===== src/pkg/cswdt_params.svh =====
`ifndef CSWDT_PARAMS_SVH
`define CSWDT_PARAMS_SVH

`define CSWDT_ADDR_W 10
`define CSWDT_IDX_MODE 8'hF0
`define CSWDT_IDX_COUNT 8'hF1
`define CSWDT_IDX_CTRL 8'hF2
`define CSWDT_IDX_ISTAT 8'hF8
`define CSWDT_IDX_IMASK 8'hF9

`define CSWDT_MODE_RST 8'h00
`define CSWDT_COUNT_RST 8'h04
`define CSWDT_CTRL_RST 8'h10
`define CSWDT_LOAD_RST 8'h00
`define CSWDT_ISTAT_RST 2'h0
`define CSWDT_IMASK_RST 2'h0

`define CSWDT_MODE_FAST 4
`define CSWDT_MODE_MIN 3
`define CSWDT_CTRL_KB 7
`define CSWDT_CTRL_MS 6
`define CSWDT_CTRL_TRIG 5
`define CSWDT_CTRL_STAT 4
`define CSWDT_IST_TIMEOUT 0
`define CSWDT_IST_RELOAD 1

`define CSWDT_CLK_NS 32'd100
`define CSWDT_UNIT_NS 32'd1046000000
`define CSWDT_UNIT_CYCLES (`CSWDT_UNIT_NS / `CSWDT_CLK_NS)
`define CSWDT_MINUTE_MULT 32'd60
`define CSWDT_FAST_DIV 32'd1000

`endif


===== src/pkg/cswdt_pkg.sv =====
`default_nettype none
package cswdt_pkg;
  typedef logic [31:0] cswdt_word_t;
  typedef logic [7:0] cswdt_byte_t;
  typedef enum logic {BUS_IDLE, BUS_DONE} cswdt_bus_t;
endpackage : cswdt_pkg
`default_nettype wire


===== src/pkg/cswdt_tick_if.sv =====
`timescale 1ns/1ps
`default_nettype none
interface cswdt_tick_if;
  logic restart;
  logic enable;
  logic minuteMode;
  logic fastMode;
  logic tick;
  modport prescaler (input restart, input enable, input minuteMode, input fastMode, output tick);
  modport core (output restart, output enable, output minuteMode, output fastMode, input tick);
endinterface : cswdt_tick_if
`default_nettype wire


===== src/hdl/cswdt_pin_sync.sv =====
`timescale 1ns/1ps
`default_nettype none
module cswdt_pin_sync #(
  parameter int WIDTH = 4
) (
  input wire logic clk,
  input wire logic rst_n,
  input wire logic [WIDTH-1:0] pinIn,
  output logic [WIDTH-1:0] pinLevel,
  output logic [WIDTH-1:0] pinRise
);
  for (genvar i = 0; i < WIDTH; i++) begin : gSync
    logic metaR;
    logic levelR;
    logic prevR;
    // the first stage feeds only the second, edge detect sits after it
    always_ff @(posedge clk or negedge rst_n) begin
      if (!rst_n) begin
        metaR <= 1'b0;
        levelR <= 1'b0;
        prevR <= 1'b0;
      end else begin
        metaR <= pinIn[i];
        levelR <= metaR;
        prevR <= levelR;
      end
    end
    assign pinLevel[i] = levelR;
    assign pinRise[i] = levelR & ~prevR;
  end
endmodule : cswdt_pin_sync
`default_nettype wire


===== src/hdl/cswdt_prescaler.sv =====
`timescale 1ns/1ps
`default_nettype none
`include "cswdt_params.svh"
module cswdt_prescaler #(
  parameter int unsigned UNIT_CYCLES = `CSWDT_UNIT_CYCLES
) (
  input wire logic clk,
  input wire logic rst_n,
  cswdt_tick_if.prescaler tb
);
  import cswdt_pkg::*;
  logic [31:0] cntR;
  logic [31:0] cntNxt;
  logic [31:0] limit;
  logic tickC;

  always_comb begin
    limit = 32'(UNIT_CYCLES);
    if (tb.minuteMode) begin
      limit = 32'(UNIT_CYCLES * `CSWDT_MINUTE_MULT);
    end
    if (tb.fastMode) begin
      limit = limit / `CSWDT_FAST_DIV;
    end
    if (limit == 32'h0) begin
      limit = 32'h1;
    end
    cntNxt = cntR;
    tickC = 1'b0;
    // a fresh load always gets a full first unit
    if (tb.restart || !tb.enable) begin
      cntNxt = 32'h0;
    end else if (cntR >= limit - 32'h1) begin
      cntNxt = 32'h0;
      tickC = 1'b1;
    end else begin
      cntNxt = cntR + 32'h1;
    end
  end

  always_ff @(posedge clk or negedge rst_n) begin
    if (!rst_n) begin
      cntR <= 32'h0;
    end else begin
      cntR <= cntNxt;
    end
  end

  assign tb.tick = tickC;
endmodule : cswdt_prescaler
`default_nettype wire


===== src/hdl/cswdt_top.sv =====
`timescale 1ns/1ps
`default_nettype none
`include "cswdt_params.svh"
// Operation
// - non-zero count write loads and starts; zero disables
// - count read returns live remaining count
// - one count is about one second in seconds mode
// - ctrl bits 7,6 set: kb/mouse event reloads
// - ctrl bit 5 forces event, self-clearing
// - status bit 4: 0 running, 1 timeout, write-0 clears
// - ctrl bits 3:0 pick the irq line
// - bus reset or power-good restore 04h / 10h
// - mode bit 3 selects seconds or minutes
// - mode bit 4 counts one thousand times faster
module cswdt_top #(
  parameter int unsigned UNIT_CYCLES = `CSWDT_UNIT_CYCLES
) (
  input wire logic clk,
  input wire logic rst_n,
  input wire logic [`CSWDT_ADDR_W-1:0] address,
  input wire logic read,
  input wire logic write,
  input wire cswdt_pkg::cswdt_word_t writedata,
  input wire logic [3:0] byteenable,
  output cswdt_pkg::cswdt_word_t readdata,
  output logic waitrequest,
  input wire logic bus_reset_n,
  input wire logic power_good,
  input wire logic keyboardIrq,
  input wire logic mouseIrq,
  output logic [15:0] irqLines,
  output logic irq
);
  import cswdt_pkg::*;

  logic [3:0] pinLevel;
  logic [3:0] pinRise;
  logic regClear;
  logic kbmsEvent;

  cswdt_pin_sync #(.WIDTH(4)) uSync (
    .clk(clk),
    .rst_n(rst_n),
    .pinIn({power_good, bus_reset_n, mouseIrq, keyboardIrq}),
    .pinLevel(pinLevel),
    .pinRise(pinRise)
  );

  // mode, count, ctrl and load registers stay at their reset values until both reset pins have synchronised high
  assign regClear = ~pinLevel[2] | ~pinLevel[3];
  assign kbmsEvent = pinRise[0] | pinRise[1];

  cswdt_tick_if tickBus ();

  cswdt_prescaler #(.UNIT_CYCLES(UNIT_CYCLES)) uPre (
    .clk(clk),
    .rst_n(rst_n),
    .tb(tickBus.prescaler)
  );

  // bus slave: one wait state, read data captured on the first cycle
  cswdt_bus_t busR;
  cswdt_bus_t busNxt;
  cswdt_word_t readdataR;
  cswdt_word_t readdataNxt;
  logic accessing;
  logic commit;
  logic wrCommit;
  cswdt_byte_t idx;
  cswdt_byte_t wd;
  logic selMode;
  logic selCount;
  logic selCtrl;
  logic selIstat;
  logic selImask;

  cswdt_byte_t modeR;
  cswdt_byte_t modeNxt;
  cswdt_byte_t countR;
  cswdt_byte_t countNxt;
  cswdt_byte_t loadR;
  cswdt_byte_t loadNxt;
  cswdt_byte_t ctrlR;
  cswdt_byte_t ctrlNxt;
  logic runR;
  logic runNxt;
  logic [1:0] istatR;
  logic [1:0] istatNxt;
  logic [1:0] imaskR;
  logic [1:0] imaskNxt;

  logic loadWr;
  logic zeroWr;
  logic trigWr;
  logic reload;
  logic expire;
  logic timeoutEv;

  assign accessing = read | write;
  assign waitrequest = accessing & (busR == BUS_IDLE);
  assign commit = accessing & (busR == BUS_DONE);
  assign wrCommit = write & commit & byteenable[0];
  assign idx = address[`CSWDT_ADDR_W-1:2];
  assign wd = writedata[7:0];
  assign selMode = idx == `CSWDT_IDX_MODE;
  assign selCount = idx == `CSWDT_IDX_COUNT;
  assign selCtrl = idx == `CSWDT_IDX_CTRL;
  assign selIstat = idx == `CSWDT_IDX_ISTAT;
  assign selImask = idx == `CSWDT_IDX_IMASK;

  always_comb begin
    busNxt = BUS_IDLE;
    readdataNxt = readdataR;
    if (busR == BUS_IDLE && accessing) begin
      busNxt = BUS_DONE;
      readdataNxt = '0;
      if (read) begin
        unique case (1'b1)
          selMode: readdataNxt[7:0] = modeR;
          selCount: readdataNxt[7:0] = countR;
          selCtrl: readdataNxt[7:0] = ctrlR;
          selIstat: readdataNxt[1:0] = istatR;
          selImask: readdataNxt[1:0] = imaskR;
          default: readdataNxt = '0;
        endcase
      end
    end
  end

  always_ff @(posedge clk or negedge rst_n) begin
    if (!rst_n) begin
      busR <= BUS_IDLE;
      readdataR <= '0;
    end else begin
      busR <= busNxt;
      readdataR <= readdataNxt;
    end
  end

  assign readdata = readdataR;

  // watchdog events
  assign loadWr = wrCommit & selCount & (wd != 8'h00);
  assign zeroWr = wrCommit & selCount & (wd == 8'h00);
  assign trigWr = wrCommit & selCtrl & wd[`CSWDT_CTRL_TRIG];
  assign reload = kbmsEvent & ctrlR[`CSWDT_CTRL_KB] & ctrlR[`CSWDT_CTRL_MS]
    & (loadR != 8'h00) & ~loadWr & ~zeroWr & ~regClear;
  assign expire = runR & tickBus.tick & (countR == 8'h01) & ~loadWr & ~zeroWr & ~reload;
  assign timeoutEv = (expire | trigWr) & ~regClear;

  assign tickBus.restart = loadWr | reload;
  assign tickBus.enable = runR;
  assign tickBus.minuteMode = modeR[`CSWDT_MODE_MIN];
  assign tickBus.fastMode = modeR[`CSWDT_MODE_FAST];

  always_comb begin
    modeNxt = modeR;
    countNxt = countR;
    loadNxt = loadR;
    ctrlNxt = ctrlR;
    runNxt = runR;
    istatNxt = istatR;
    imaskNxt = imaskR;
    if (runR && tickBus.tick) begin
      countNxt = countR - 8'h01;
    end
    if (expire) begin
      runNxt = 1'b0;
    end
    if (reload) begin
      countNxt = loadR;
      runNxt = 1'b1;
      ctrlNxt[`CSWDT_CTRL_STAT] = 1'b0;
    end
    if (loadWr) begin
      countNxt = wd;
      loadNxt = wd;
      runNxt = 1'b1;
      ctrlNxt[`CSWDT_CTRL_STAT] = 1'b0;
    end
    if (zeroWr) begin
      countNxt = 8'h00;
      runNxt = 1'b0;
    end
    if (wrCommit && selMode) begin
      modeNxt = '0;
      modeNxt[`CSWDT_MODE_FAST] = wd[`CSWDT_MODE_FAST];
      modeNxt[`CSWDT_MODE_MIN] = wd[`CSWDT_MODE_MIN];
    end
    if (wrCommit && selCtrl) begin
      ctrlNxt[7:6] = wd[7:6];
      ctrlNxt[3:0] = wd[3:0];
      if (!wd[`CSWDT_CTRL_STAT]) begin
        ctrlNxt[`CSWDT_CTRL_STAT] = 1'b0;
      end
    end
    if (trigWr) begin
      runNxt = 1'b0;
    end
    // a timeout in the clearing cycle still lands
    if (timeoutEv) begin
      ctrlNxt[`CSWDT_CTRL_STAT] = 1'b1;
    end
    ctrlNxt[`CSWDT_CTRL_TRIG] = 1'b0;
    if (wrCommit && selIstat) begin
      istatNxt = istatR & ~writedata[1:0];
    end
    if (wrCommit && selImask) begin
      imaskNxt = writedata[1:0];
    end
    istatNxt[`CSWDT_IST_TIMEOUT] = istatNxt[`CSWDT_IST_TIMEOUT] | timeoutEv;
    istatNxt[`CSWDT_IST_RELOAD] = istatNxt[`CSWDT_IST_RELOAD] | reload;
    if (regClear) begin
      modeNxt = `CSWDT_MODE_RST;
      countNxt = `CSWDT_COUNT_RST;
      ctrlNxt = `CSWDT_CTRL_RST;
      loadNxt = `CSWDT_LOAD_RST;
      runNxt = 1'b0;
    end
  end

  always_ff @(posedge clk or negedge rst_n) begin
    if (!rst_n) begin
      modeR <= `CSWDT_MODE_RST;
      countR <= `CSWDT_COUNT_RST;
      loadR <= `CSWDT_LOAD_RST;
      ctrlR <= `CSWDT_CTRL_RST;
      runR <= 1'b0;
      istatR <= `CSWDT_ISTAT_RST;
      imaskR <= `CSWDT_IMASK_RST;
    end else begin
      modeR <= modeNxt;
      countR <= countNxt;
      loadR <= loadNxt;
      ctrlR <= ctrlNxt;
      runR <= runNxt;
      istatR <= istatNxt;
      imaskR <= imaskNxt;
    end
  end

  // selector 0 means no line; the status level holds the line until cleared
  for (genvar i = 0; i < 16; i++) begin : gIrq
    assign irqLines[i] = ctrlR[`CSWDT_CTRL_STAT] && (ctrlR[3:0] == 4'(i)) && (i != 0);
  end

  assign irq = |(istatR & imaskR);
endmodule : cswdt_top
`default_nettype wire


===== config.mk =====
export PLATFORM = sky130hd
export DESIGN_NAME = cswdt_top
export DESIGN_NICKNAME = d
export VERILOG_FILES = /design/src/pkg/cswdt_pkg.sv /design/src/pkg/cswdt_tick_if.sv /design/src/hdl/cswdt_pin_sync.sv /design/src/hdl/cswdt_prescaler.sv /design/src/hdl/cswdt_top.sv
export VERILOG_INCLUDE_DIRS = /design/src /design/src/pkg
export SDC_FILE = /design/constraint.sdc
export NUM_CORES = 1
export LEC_CHECK = 0
export BUFFER_PORTS_ARGS = -buffer_cell sky130_fd_sc_hd__buf_2
export CORE_MARGIN = 4
export CORE_UTILIZATION = 45
export DETAILED_ROUTE_END_ITERATION = 10
export GPL_TIMING_DRIVEN = 0
export PLACE_DENSITY_LB_ADDON = 0.1
export REMOVE_ABC_BUFFERS = 1
export SYNTH_ARGS = -nofsm -noshare
export SYNTH_HDL_FRONTEND = slang
export SYNTH_SLANG_ARGS = --single-unit

===== constraint.sdc =====
create_clock -name clk -period 2.65 [get_ports clk]
set_input_delay 0 -clock clk [delete_from_list [all_inputs] [get_ports clk]]
set_output_delay 0 -clock clk [all_outputs]
set_load 0.05 [all_outputs]

[Yosys cells after proc, flatten, opt, wreduce, memory -nomap -nowiden]
Cells that the tools add are included.
Word-level totals
  register bits: 112
  word-level logic and storage cells: 156
Operators by class
  add/subtract/negate cells: 3
  div/mod/pow operators: 1
  muxes and demuxes: 34
  eq/ne operators: 21
  reduce and logical (&&, ||, !) cells: 33
  bitwise operators: 42
  magnitude comparators: 1
Operator list (count)
  $mux 32: 4
  $mux 8: 11
  $eq 8x8->1 const B: 5
  $add 32x1->32 const B: 1
  $div 32x10->32 const B: 1
  $eq 4x4->1 const B: 8
  $ge 32x32->1: 1
  $logic_not 32->1: 1
  $sub 32x1->32 const B: 1
  $mux 30: 1
  $and 1x1->1: 23
  $logic_and 1x1->1: 21
  $pmux 6 s3: 1
  $eq 4x3->1 const B: 4
  $reduce_bool 8->1: 2
  $mux 1: 13
  $pmux 2 s5: 1
  $not 1->1: 9
  $eq 4x2->1 const B: 2
  $eq 8x1->1 const B: 1
  $logic_not 8->1: 1
  $sub 8x1->8 const B: 1
  $or 1x1->1: 7
  $reduce_bool 2->1: 3
  10 further kinds: 12

[Depth between registers and ports, before layout]
Gate-level depths: netlist of run 1.
  depth after elaboration: 24
  gate-level depth with buffers: 11
  mapped depth without buffers: 10

[Modules after synthesis]
A second synthesis of run 1 with hierarchy kept.
Second synthesis, totals
  cell total of the unflattened synthesis: 557
  area, all modules: 5206.2 µm²
Modules (own cells, without submodules)
  cswdt_top: cells each 291, area an instance 2501.1 µm², seq. area each 978.4 µm², instances 1
  cswdt_prescaler: cells each 246, area an instance 2319.7 µm², seq. area each 800.8 µm², instances 1
  cswdt_pin_sync: cells each 20, area an instance 385.4 µm², seq. area each 300.3 µm², instances 1

[Worst setup path before layout of run 1]
OpenSTA, ideal clock, no wires.
  path type: register -> register
  start point: register modeR[4]
  end point: register countR[7]
  buffers on the path: 1
  setup slack: -160 ps
  arrival time: 2683 ps
  setup time: 128 ps
  stages on the path, launching flop included: 12
  cell sequence: dfrtp_1 inv_1 ha_1 xor2_1 ha_1 a21oi_1 o21ai_1 a221o_1 o211a_1 or3_1 buf_2 mux2_1
Between the ends
  cells in the longest elaborated chain, start to end: 9
RTL lines
  start: declaration: line cswdt_top.sv:77  | cswdt_byte_t modeR;
  start signal: assignment: line cswdt_top.sv:224  | modeR <= `CSWDT_MODE_RST;
  start signal: assignment: line cswdt_top.sv:232  | modeR <= modeNxt;
  $mux 32 *: line cswdt_prescaler.sv:22  | if (tb.fastMode) begin
  $logic_not 32->1: line cswdt_prescaler.sv:25  | if (limit == 32'h0) begin
  $mux 32 *: line cswdt_prescaler.sv:25
  $sub 32x1->32 *: line cswdt_prescaler.sv:33  | end else if (cntR >= limit - 32'h1) begin
  $ge 32x32->1 *: line cswdt_prescaler.sv:33
  $mux 1 *: line cswdt_prescaler.sv:33
  $mux 1 *: line cswdt_prescaler.sv:31  | if (tb.restart || !tb.enable) begin
  $logic_and 1x1->1 *: line cswdt_top.sv:164  | if (runR && tickBus.tick) begin
  $reduce_bool 5->1 (no source line) *
  end signal: assignment: line cswdt_top.sv:225  | countR <= `CSWDT_COUNT_RST;
  end signal: assignment: line cswdt_top.sv:233  | countR <= countNxt;
  end: declaration: line cswdt_top.sv:79  | cswdt_byte_t countR;
Mark *: on every way between the ends. The rest lies on a longest branch, timed or not.
A chain may end at the register's enable or synchronous reset.

[Worst setup path in the final report of run 1]
  start point: register modeR[3]
  end point: register countR[6]
Between the ends
  cells in the longest elaborated chain, start to end: 11
RTL lines
  $mux 30 *: line cswdt_prescaler.sv:19  | if (tb.minuteMode) begin
  $div 32x10->32 (no source line)
  $mux 32 *: line cswdt_prescaler.sv:22
  $logic_not 32->1: line cswdt_prescaler.sv:25
  $mux 32 *: line cswdt_prescaler.sv:25
  $sub 32x1->32 *: line cswdt_prescaler.sv:33
  $ge 32x32->1 *: line cswdt_prescaler.sv:33
  $mux 1 *: line cswdt_prescaler.sv:33
  $mux 1 *: line cswdt_prescaler.sv:31
  $logic_and 1x1->1 *: line cswdt_top.sv:164
  $reduce_bool 5->1 (no source line) *
Marked as above.

==> impl_metrics.env, run 1 <==
export IMPL_worstSetupPathType="reg2reg"
export IMPL_syn_cell_area_um2=5000
export IMPL_fp_dieH_um=113
export IMPL_synth_top_area_cell="dfrtp_1"
export IMPL_crit_chain="inv_2, ha_4, xor2_1, ha_1, a21oi_1, o21ai_1, a221o_1, o211a_1, or3_4, buf_4, buf_6, mux2i_1"
export IMPL_top_layer_used="met4"
export IMPL_dieArea_um2=12900
export IMPL_tritoncts="yes"
export IMPL_fin_crit_sh_pct=105
export IMPL_synthAdderAreaFrac_pct=10.0
export IMPL_ys_seq_elements=81
export IMPL_synthArstFlopShare_pct=100
export IMPL_core_area_um2=10800
export IMPL_met1_length_mm=5.68
export IMPL_p_int_mw=1.88
export IMPL_drive_gt1_share_pct=15.2
export IMPL_finalClockSkew_ps=16.0
export IMPL_dr_wl_met2_mm=5.35
export IMPL_antennaDiodeCount=0
export IMPL_cts_sinks=81
export IMPL_synthXorXnorAreaFrac_pct=5.95
export IMPL_syn_to_final_growth_pct=16.2
export IMPL_drtPass1Iterations=5
export IMPL_io_pins=104
export IMPL_clockRootBuffer="clkbuf_8"
export IMPL_viasPerCell=5.45
export IMPL_die_w_um=113
export IMPL_crit_required_ps=2910
export IMPL_slowest_delay_ps=450
export IMPL_hold_viol_final=0
export IMPL_port_buffers=49
export IMPL_insertion_delay_ps=380
export IMPL_wl_per_cell_um=15.6
export IMPL_antenna_found_initial=0
export IMPL_grt_remaining_overflow=0
export IMPL_synth_ff_type="dfrtp_1"
export IMPL_dp_hpwl_mm=8.63
export IMPL_drtIter0Drc=256
export IMPL_peakVddDrop_v=0.000370
export IMPL_setup_tns_ps=-295
export IMPL_initial_utilization_pct=46.1
export IMPL_drv_cap=0
export IMPL_place_area_um2=5330
export IMPL_p_leak_nw=2.62
export IMPL_num_rows=38
export IMPL_clkTransAtPathRegs_ps=90
export IMPL_power_frac_seq_pct=50.0
export IMPL_grt_first_pass_wirelength_mm=20.1
export IMPL_seqCellArea_um2=2030
export IMPL_num_vias=4160
export IMPL_crit_arrival_ps=3030
export IMPL_synth_top_family_by_area="simple AND/OR/NAND/NOR gates"
export IMPL_dp_cells=726
export IMPL_wl_mm=11.9
export IMPL_yosys_area_share_simple_pct=22.9
export IMPL_worst_slew_pin_slew_ps=956
export IMPL_htree_levels=3
export IMPL_fin_util_pct=53.6
export IMPL_synth_area_leaders="dfrtp_1, ha_1, nor2_1"
export IMPL_relSlewSlack_pct=35.8
export IMPL_synth_enable_flop_cells=0
export IMPL_drc=0
export IMPL_grt_pass1_vias=4047
export IMPL_netlist_instances=542
export IMPL_worst_slack_ps=-123
export IMPL_synth_compound_area_share_pct=12.1
export IMPL_grt_max_degree=58
export IMPL_numCtsBuffers=9
export IMPL_min_period_ps=2770
export IMPL_muxShareOfSynthArea_pct=1.90
export IMPL_whs_ps=35.7
export IMPL_final_cells=763
export IMPL_setup_viol=4
export IMPL_grtUsageTotal_pct=19.6
export IMPL_nets=712
export IMPL_ys_warn_count=0
export IMPL_comb_power_share_pct=9.8
export IMPL_violations="setup timing"
export IMPL_path_max_fanout=8
export IMPL_critPathCaptureType="flip-flop"
export IMPL_stdcell_area_um2=5810
export IMPL_synth_top_area_share_pct=39.5
export IMPL_hp_class="in2reg"
export IMPL_yosysUniqueCellTypes=63
export IMPL_final_antenna_net_count=0
export IMPL_nFillCells=1022
export IMPL_clkPwrFrac_pct=40.2
export IMPL_powerDensity_nw_per_um2=436
export IMPL_ys_seq_area_share_pct=40.6
export IMPL_status="finished with violations"
export IMPL_clock_fmax_ghz=0.361
export IMPL_globalplace_congestion=0.845
export IMPL_p_sw_uw=658
export IMPL_postSynthAreaPerCell_um2=9.23
export IMPL_slew_viol_final=0
export IMPL_cts_path_max_buffers=2
export IMPL_wl_met3_um=605
export IMPL_start_kind="flip-flop"
export IMPL_rsz0062_at_grt="true"
export IMPL_multi_input_area_um2=2840
export IMPL_crit_slowest_cell="dfrtp_2"
export IMPL_p_sw_share_pct=26.0
cell usage after synthesis (2+ instances only):
cell / instances
clkbuf_1: 8
o22ai_1: 5
mux2_2: 2
mux2i_1: 5
dfstp_2: 2
a22o_1: 3
buf_6: 2
buf_2: 3
nor2_1: 73
o21ai_1: 4
and3_1: 6
o211ai_1: 2
nor3b_1: 4
nand2_1: 61
and4_1: 6
nand4_1: 16
ha_1: 40
a311o_1: 3
a21o_1: 2
nor4_1: 11
o21ai_0: 14
dfrtp_1: 79
a222oi_1: 8
and2_1: 5
xnor2_1: 14
inv_1: 16
conb_1: 2
nor2b_1: 4
xor2_1: 20
mux2_1: 2
nand3b_1: 3
nand3_1: 15
nor3_1: 14
or3_1: 2
a21oi_1: 24
nand2b_1: 3
buf_4: 26
nand3_2: 2
a22oi_1: 7
through the flow:
step | worst slack (ps) | power [mW]
6_report | -123 | 2.53
5_1_grt | -285 | 2.65
4_1_cts | -106 | 2.57
3_5_place_dp | -731 | 1.52
3_3_place_gp | -991 | 1.51
2_1_floorplan | -190 | 1.43
per-layer routing:
metal	vias to the layer above	track usage, %
met1	1999	27.8
li1	2047	-
met4	0	8.65
met2	95	29.4
met3	19	3.34
met5	-	0
flip-flops by register name (all words and copies together) (netlist names):
signal	cells
runR	1
busR	1
istatR	2
uPre.cntR	32
countR	8
ctrlR	7
readdata	8
modeR	2
loadR	8
uSync.gSync.metaR	4
uSync.gSync.levelR	4
uSync.gSync.prevR	2
imaskR	2
worst max-delay path: cells and delay by family (launching register included):
kind	cells	cell delay, ps
multiplexers	1	100
AO/OA/AOI/OAI	4	810
flip-flops	1	450
XOR/XNOR	1	150
buffers and inverters	3	350
adder cells (fa/ha/maj)	2	400
AND/OR/NAND/NOR	1	400
repair_timing:
action,in CTS,in global routing
buffers inserted,4,3
resized for setup,10,9
hold buffers,14,0
pin swaps,6,3
endpoints found under the hold margin,104,0
endpoints found under the setup margin,40,22
final cells by class:
| type | count | share of cell area, % |
|---|---|---|
| well taps | 140 | 3.01 |
| flip-flops and latches | 81 | 34.9 |
| multi-input cells | 438 | 48.9 |
| repair buffers | 72 | 8.44 |
| clock buffers | 13 | 2.56 |
| inverters | 16 | 1.08 |
| clock inverters | 3 | 1.12 |
power groups by stage:
stage                     sequential [mW]  combinational (mW)  clock (mW)
final                                1.27               0.248        1.02
after global placement               1.29               0.218           0
after CTS                            1.27               0.246        1.06
after floorplan                      1.29               0.147           0
after global routing                 1.27               0.272        1.11
after detailed placement             1.29               0.228           0
cell usage in the layout (no fill, tap or decap), types with 4 or more instances in the layout:
| cell type | n |
|---|---|
| inv_1 | 13 |
| nor2_1 | 73 |
| o21ai_0 | 14 |
| mux2i_1 | 5 |
| nand2_1 | 61 |
| conb_1 | 34 |
| clkbuf_8 | 10 |
| a22oi_1 | 7 |
| nor2b_1 | 4 |
| nand4_1 | 16 |
| ha_1 | 37 |
| and4_1 | 6 |
| xor2_1 | 20 |
| a21oi_1 | 23 |
| nor3_1 | 14 |
| buf_2 | 48 |
| xnor2_1 | 14 |
| a222oi_1 | 8 |
| dlygate4sd3_1 | 14 |
| dfrtp_1 | 78 |
| nor4_1 | 11 |
| nand3_1 | 15 |
| and2_1 | 5 |
| o21ai_1 | 4 |
| buf_4 | 6 |
| and3_1 | 6 |
kinds of logic after synthesis:
kind of cell | count (synthesis)
simple gates | 233
flops | 81
compound gates | 88
fa+ha+maj | 40
other cells | 2
buf+inv | 55
xor+xnor | 34
mux | 9
final timing paths:
| kind | to | from | cells past startpoint | slack [ps] |
|---|---|---|---|---|
| setup / recovery | countR[6] | modeR[3] | 12 | -120 |
| hold / removal | readdata[4] | address[3] | 3 | 40 |
| setup reg to reg | countR[6] | modeR[3] | 12 | -120 |
| hold reg to reg | uSync.gSync[1].levelR | uSync.gSync[1].metaR | 0 | 350 |
| max in group asynchronous | countR[2] | rst_n | 3 | 1930 |
| min in group asynchronous | uPre.cntR[22] | rst_n | 2 | 90 |
No activity file was read; power rests on OpenSTA's default activity.
==> inputs of run 2 (changes only) <==
CORE_ASPECT_RATIO = 1.1   (was not set)
CORE_UTILIZATION = 50   (was 45)
SETUP_SLACK_MARGIN = 0.05   (was not set)
==> run 2 against run 1 <==
The run still ends with setup timing left. Worst hold slack worse by 16 ps. Via count is 0.34% lower. Combinational power hardly changed. Design area is 0.58% lower. Register-to-register slack worse by 20 ps. Final cell count is 2.4% lower. Total power is 8.0% lower. Critical path depth is 2 lower. Count of clock-buffer cells in the layout is 2 lower. Largest power group unchanged. Clock power is 20% lower.
==> impl_metrics.env, run 2 (synthesized netlist as in run 1, its figures left out) <==
export IMPL_startpoint="modeR[3]"
export IMPL_r2r_slack_ps=-150
export IMPL_crit_required_ps=2900
export IMPL_status="finished with violations"
export IMPL_setup_tns_ps=-688
export IMPL_dieArea_um2=11700
export IMPL_p_sw_share_pct=27.8
export IMPL_top_register="uPre.cntR"
export IMPL_critPathCapture="countR[7]"
export IMPL_core_area_um2=9840
export IMPL_power_frac_seq_pct=54.4
export IMPL_port_buffers=49
export IMPL_path_max_fanout=7
export IMPL_finalClockSkew_ps=11.8
export IMPL_dp_hpwl_mm=8.31
export IMPL_grt_first_pass_wirelength_mm=19.9
export IMPL_powerDensity_nw_per_um2=403
export IMPL_crit_arrival_ps=3050
export IMPL_critPathCaptureType="flip-flop"
export IMPL_htree_levels=3
export IMPL_layout_commonest_cell="dfrtp_1"
export IMPL_start_kind="flip-flop"
export IMPL_initial_utilization_pct=50.8
export IMPL_r2r_end="countR[7]"
export IMPL_cts_sinks=81
export IMPL_io_pins=104
export IMPL_insertion_delay_ps=360
export IMPL_nets=714
export IMPL_fin_crit_sh_pct=105
export IMPL_rsz0062_at_grt="true"
export IMPL_die_w_um=103
export IMPL_worst_slew_pin_slew_ps=946
export IMPL_violations="setup timing"
export IMPL_fp_dieH_um=113
export IMPL_cts_path_max_buffers=2
export IMPL_place_area_um2=5290
export IMPL_timing_rr_start="modeR[3]"
export IMPL_slew_viol_final=0
export IMPL_layout_common_cells="dfrtp_1, nor2_1, nand2_1"
export IMPL_p_int_mw=1.68
export IMPL_clock_fmax_ghz=0.358
export IMPL_whs_ps=20.2
export IMPL_relSlewSlack_pct=36.4
export IMPL_globalplace_congestion=0.837
export IMPL_worst_slack_ps=-146
export IMPL_tritoncts="yes"
export IMPL_min_period_ps=2800
export IMPL_clockRootBuffer="clkbuf_8"
export IMPL_drtIter0Drc=305
export IMPL_drc=0
export IMPL_grt_max_degree=58
export IMPL_viasPerCell=5.57
export IMPL_drv_cap=0
export IMPL_worstSetupPathType="reg2reg"
export IMPL_r2r_cells=10
export IMPL_clkTransAtPathRegs_ps=90
export IMPL_syn_to_final_growth_pct=15.5
export IMPL_p_leak_nw=2.61
export IMPL_stdcell_area_um2=5780
export IMPL_num_rows=38
export IMPL_grt_remaining_overflow=0
export IMPL_p_sw_uw=648
export IMPL_peakVddDrop_v=0.000244
export IMPL_antenna_found_initial=0
export IMPL_hold_viol_final=0
export IMPL_setup_viol=8
export IMPL_grtUsageTotal_pct=21.6
export IMPL_antennaDiodeCount=0
export IMPL_drtPass1Iterations=7
export IMPL_fin_util_pct=58.7
export IMPL_grt_pass1_vias=4076
export IMPL_wl_per_cell_um=16.1
export IMPL_clkPwrFrac_pct=34.9
export IMPL_hp_class="in2reg"
export IMPL_largest_reg_flops=32
export IMPL_comb_power_share_pct=10.6
export IMPL_num_vias=4146
export IMPL_final_antenna_net_count=0
export IMPL_wl_mm=12.0
export IMPL_numCtsBuffers=9
export IMPL_drive_gt1_share_pct=16.0
-- run 2: changes by cell type in the layout (fill, tap and decap cells not counted), sizes merged --
cell | previous run | this run
buf | 58 | 60
bufinv | 2 | 0
clkbuf | 13 | 11
clkinv | 1 | 5
dlygate4sd3 | 14 | 13
nand4 | 16 | 17
-- run 2: what timing repair did --
| action | in CTS | in global routing |
|---|---|---|
| endpoints found under the setup margin | 41 | 43 |
| setup buffers | 11 | 1 |
| endpoints found under the hold margin | 98 | 0 |
| pin swaps | 12 | 4 |
| gates cloned | 1 | 0 |
| resized for setup | 11 | 9 |
| hold buffers | 13 | 0 |
-- run 2: area by class of cell --
cell class                 count  area [µm²]
timing repair buffer          73         484
inverter                      16        60.1
multi-input combinational    439        2880
sequential                    81        2030
fill                         869        4060
clock inverter                 5        32.5
clock buffer                  11         141
tap                          120         150
-- run 2: worst min path at each step --
stage                     slack, ps                   end    startpoint  cells past startpoint
after global placement          110  uSync.gSync[3].metaR    power_good                      1
after detailed placement        -60          uPre.cntR[6]         rst_n                      1
after global routing             30              modeR[4]  writedata[4]                      3
final                            20              modeR[4]  writedata[4]                      3
after CTS                         4              modeR[4]  writedata[4]                      3
after floorplan                -300                  busR         rst_n                      0
-- run 2: per-layer routing --
layer,vias to the layer above,part of all wire [%],track usage (%),wire length (µm)
li1,2045,-,-,-
met1,1984,46,30.5,5580
met2,105,47,33.0,5690
met3,12,4.6,3.51,551
met4,0,1.5,8.38,179
met5,-,0,0,0
-- run 2: critical path: stages (launching register included) --
cell	delay, ps
dfrtp_2	440
inv_2	80
buf_4	140
ha_1	230
ha_1	330
a21oi_1	130
o21ai_0	90
a21oi_1	270
o22ai_2	170
or3_4	480
mux2_1	330
-- run 2: metrics by stage --
stage	setup WS (ps)	power [mW]	instances
3_5_place_dp	-1090	1.52	705
6_report	-146	2.33	745
2_1_floorplan	-190	1.43	535
5_1_grt	-270	2.45	745
3_3_place_gp	-926	1.51	704
4_1_cts	-98.2	2.36	746
-- run 2: power groups by stage --
stage / Combinational [mW] / Clock, mW / Sequential, mW
finish: 0.248 / 0.814 / 1.27
floorplan: 0.147 / 0 / 1.29
detailed placement: 0.226 / 0 / 1.29
global placement: 0.218 / 0 / 1.29
CTS: 0.245 / 0.850 / 1.27
global route: 0.271 / 0.910 / 1.27
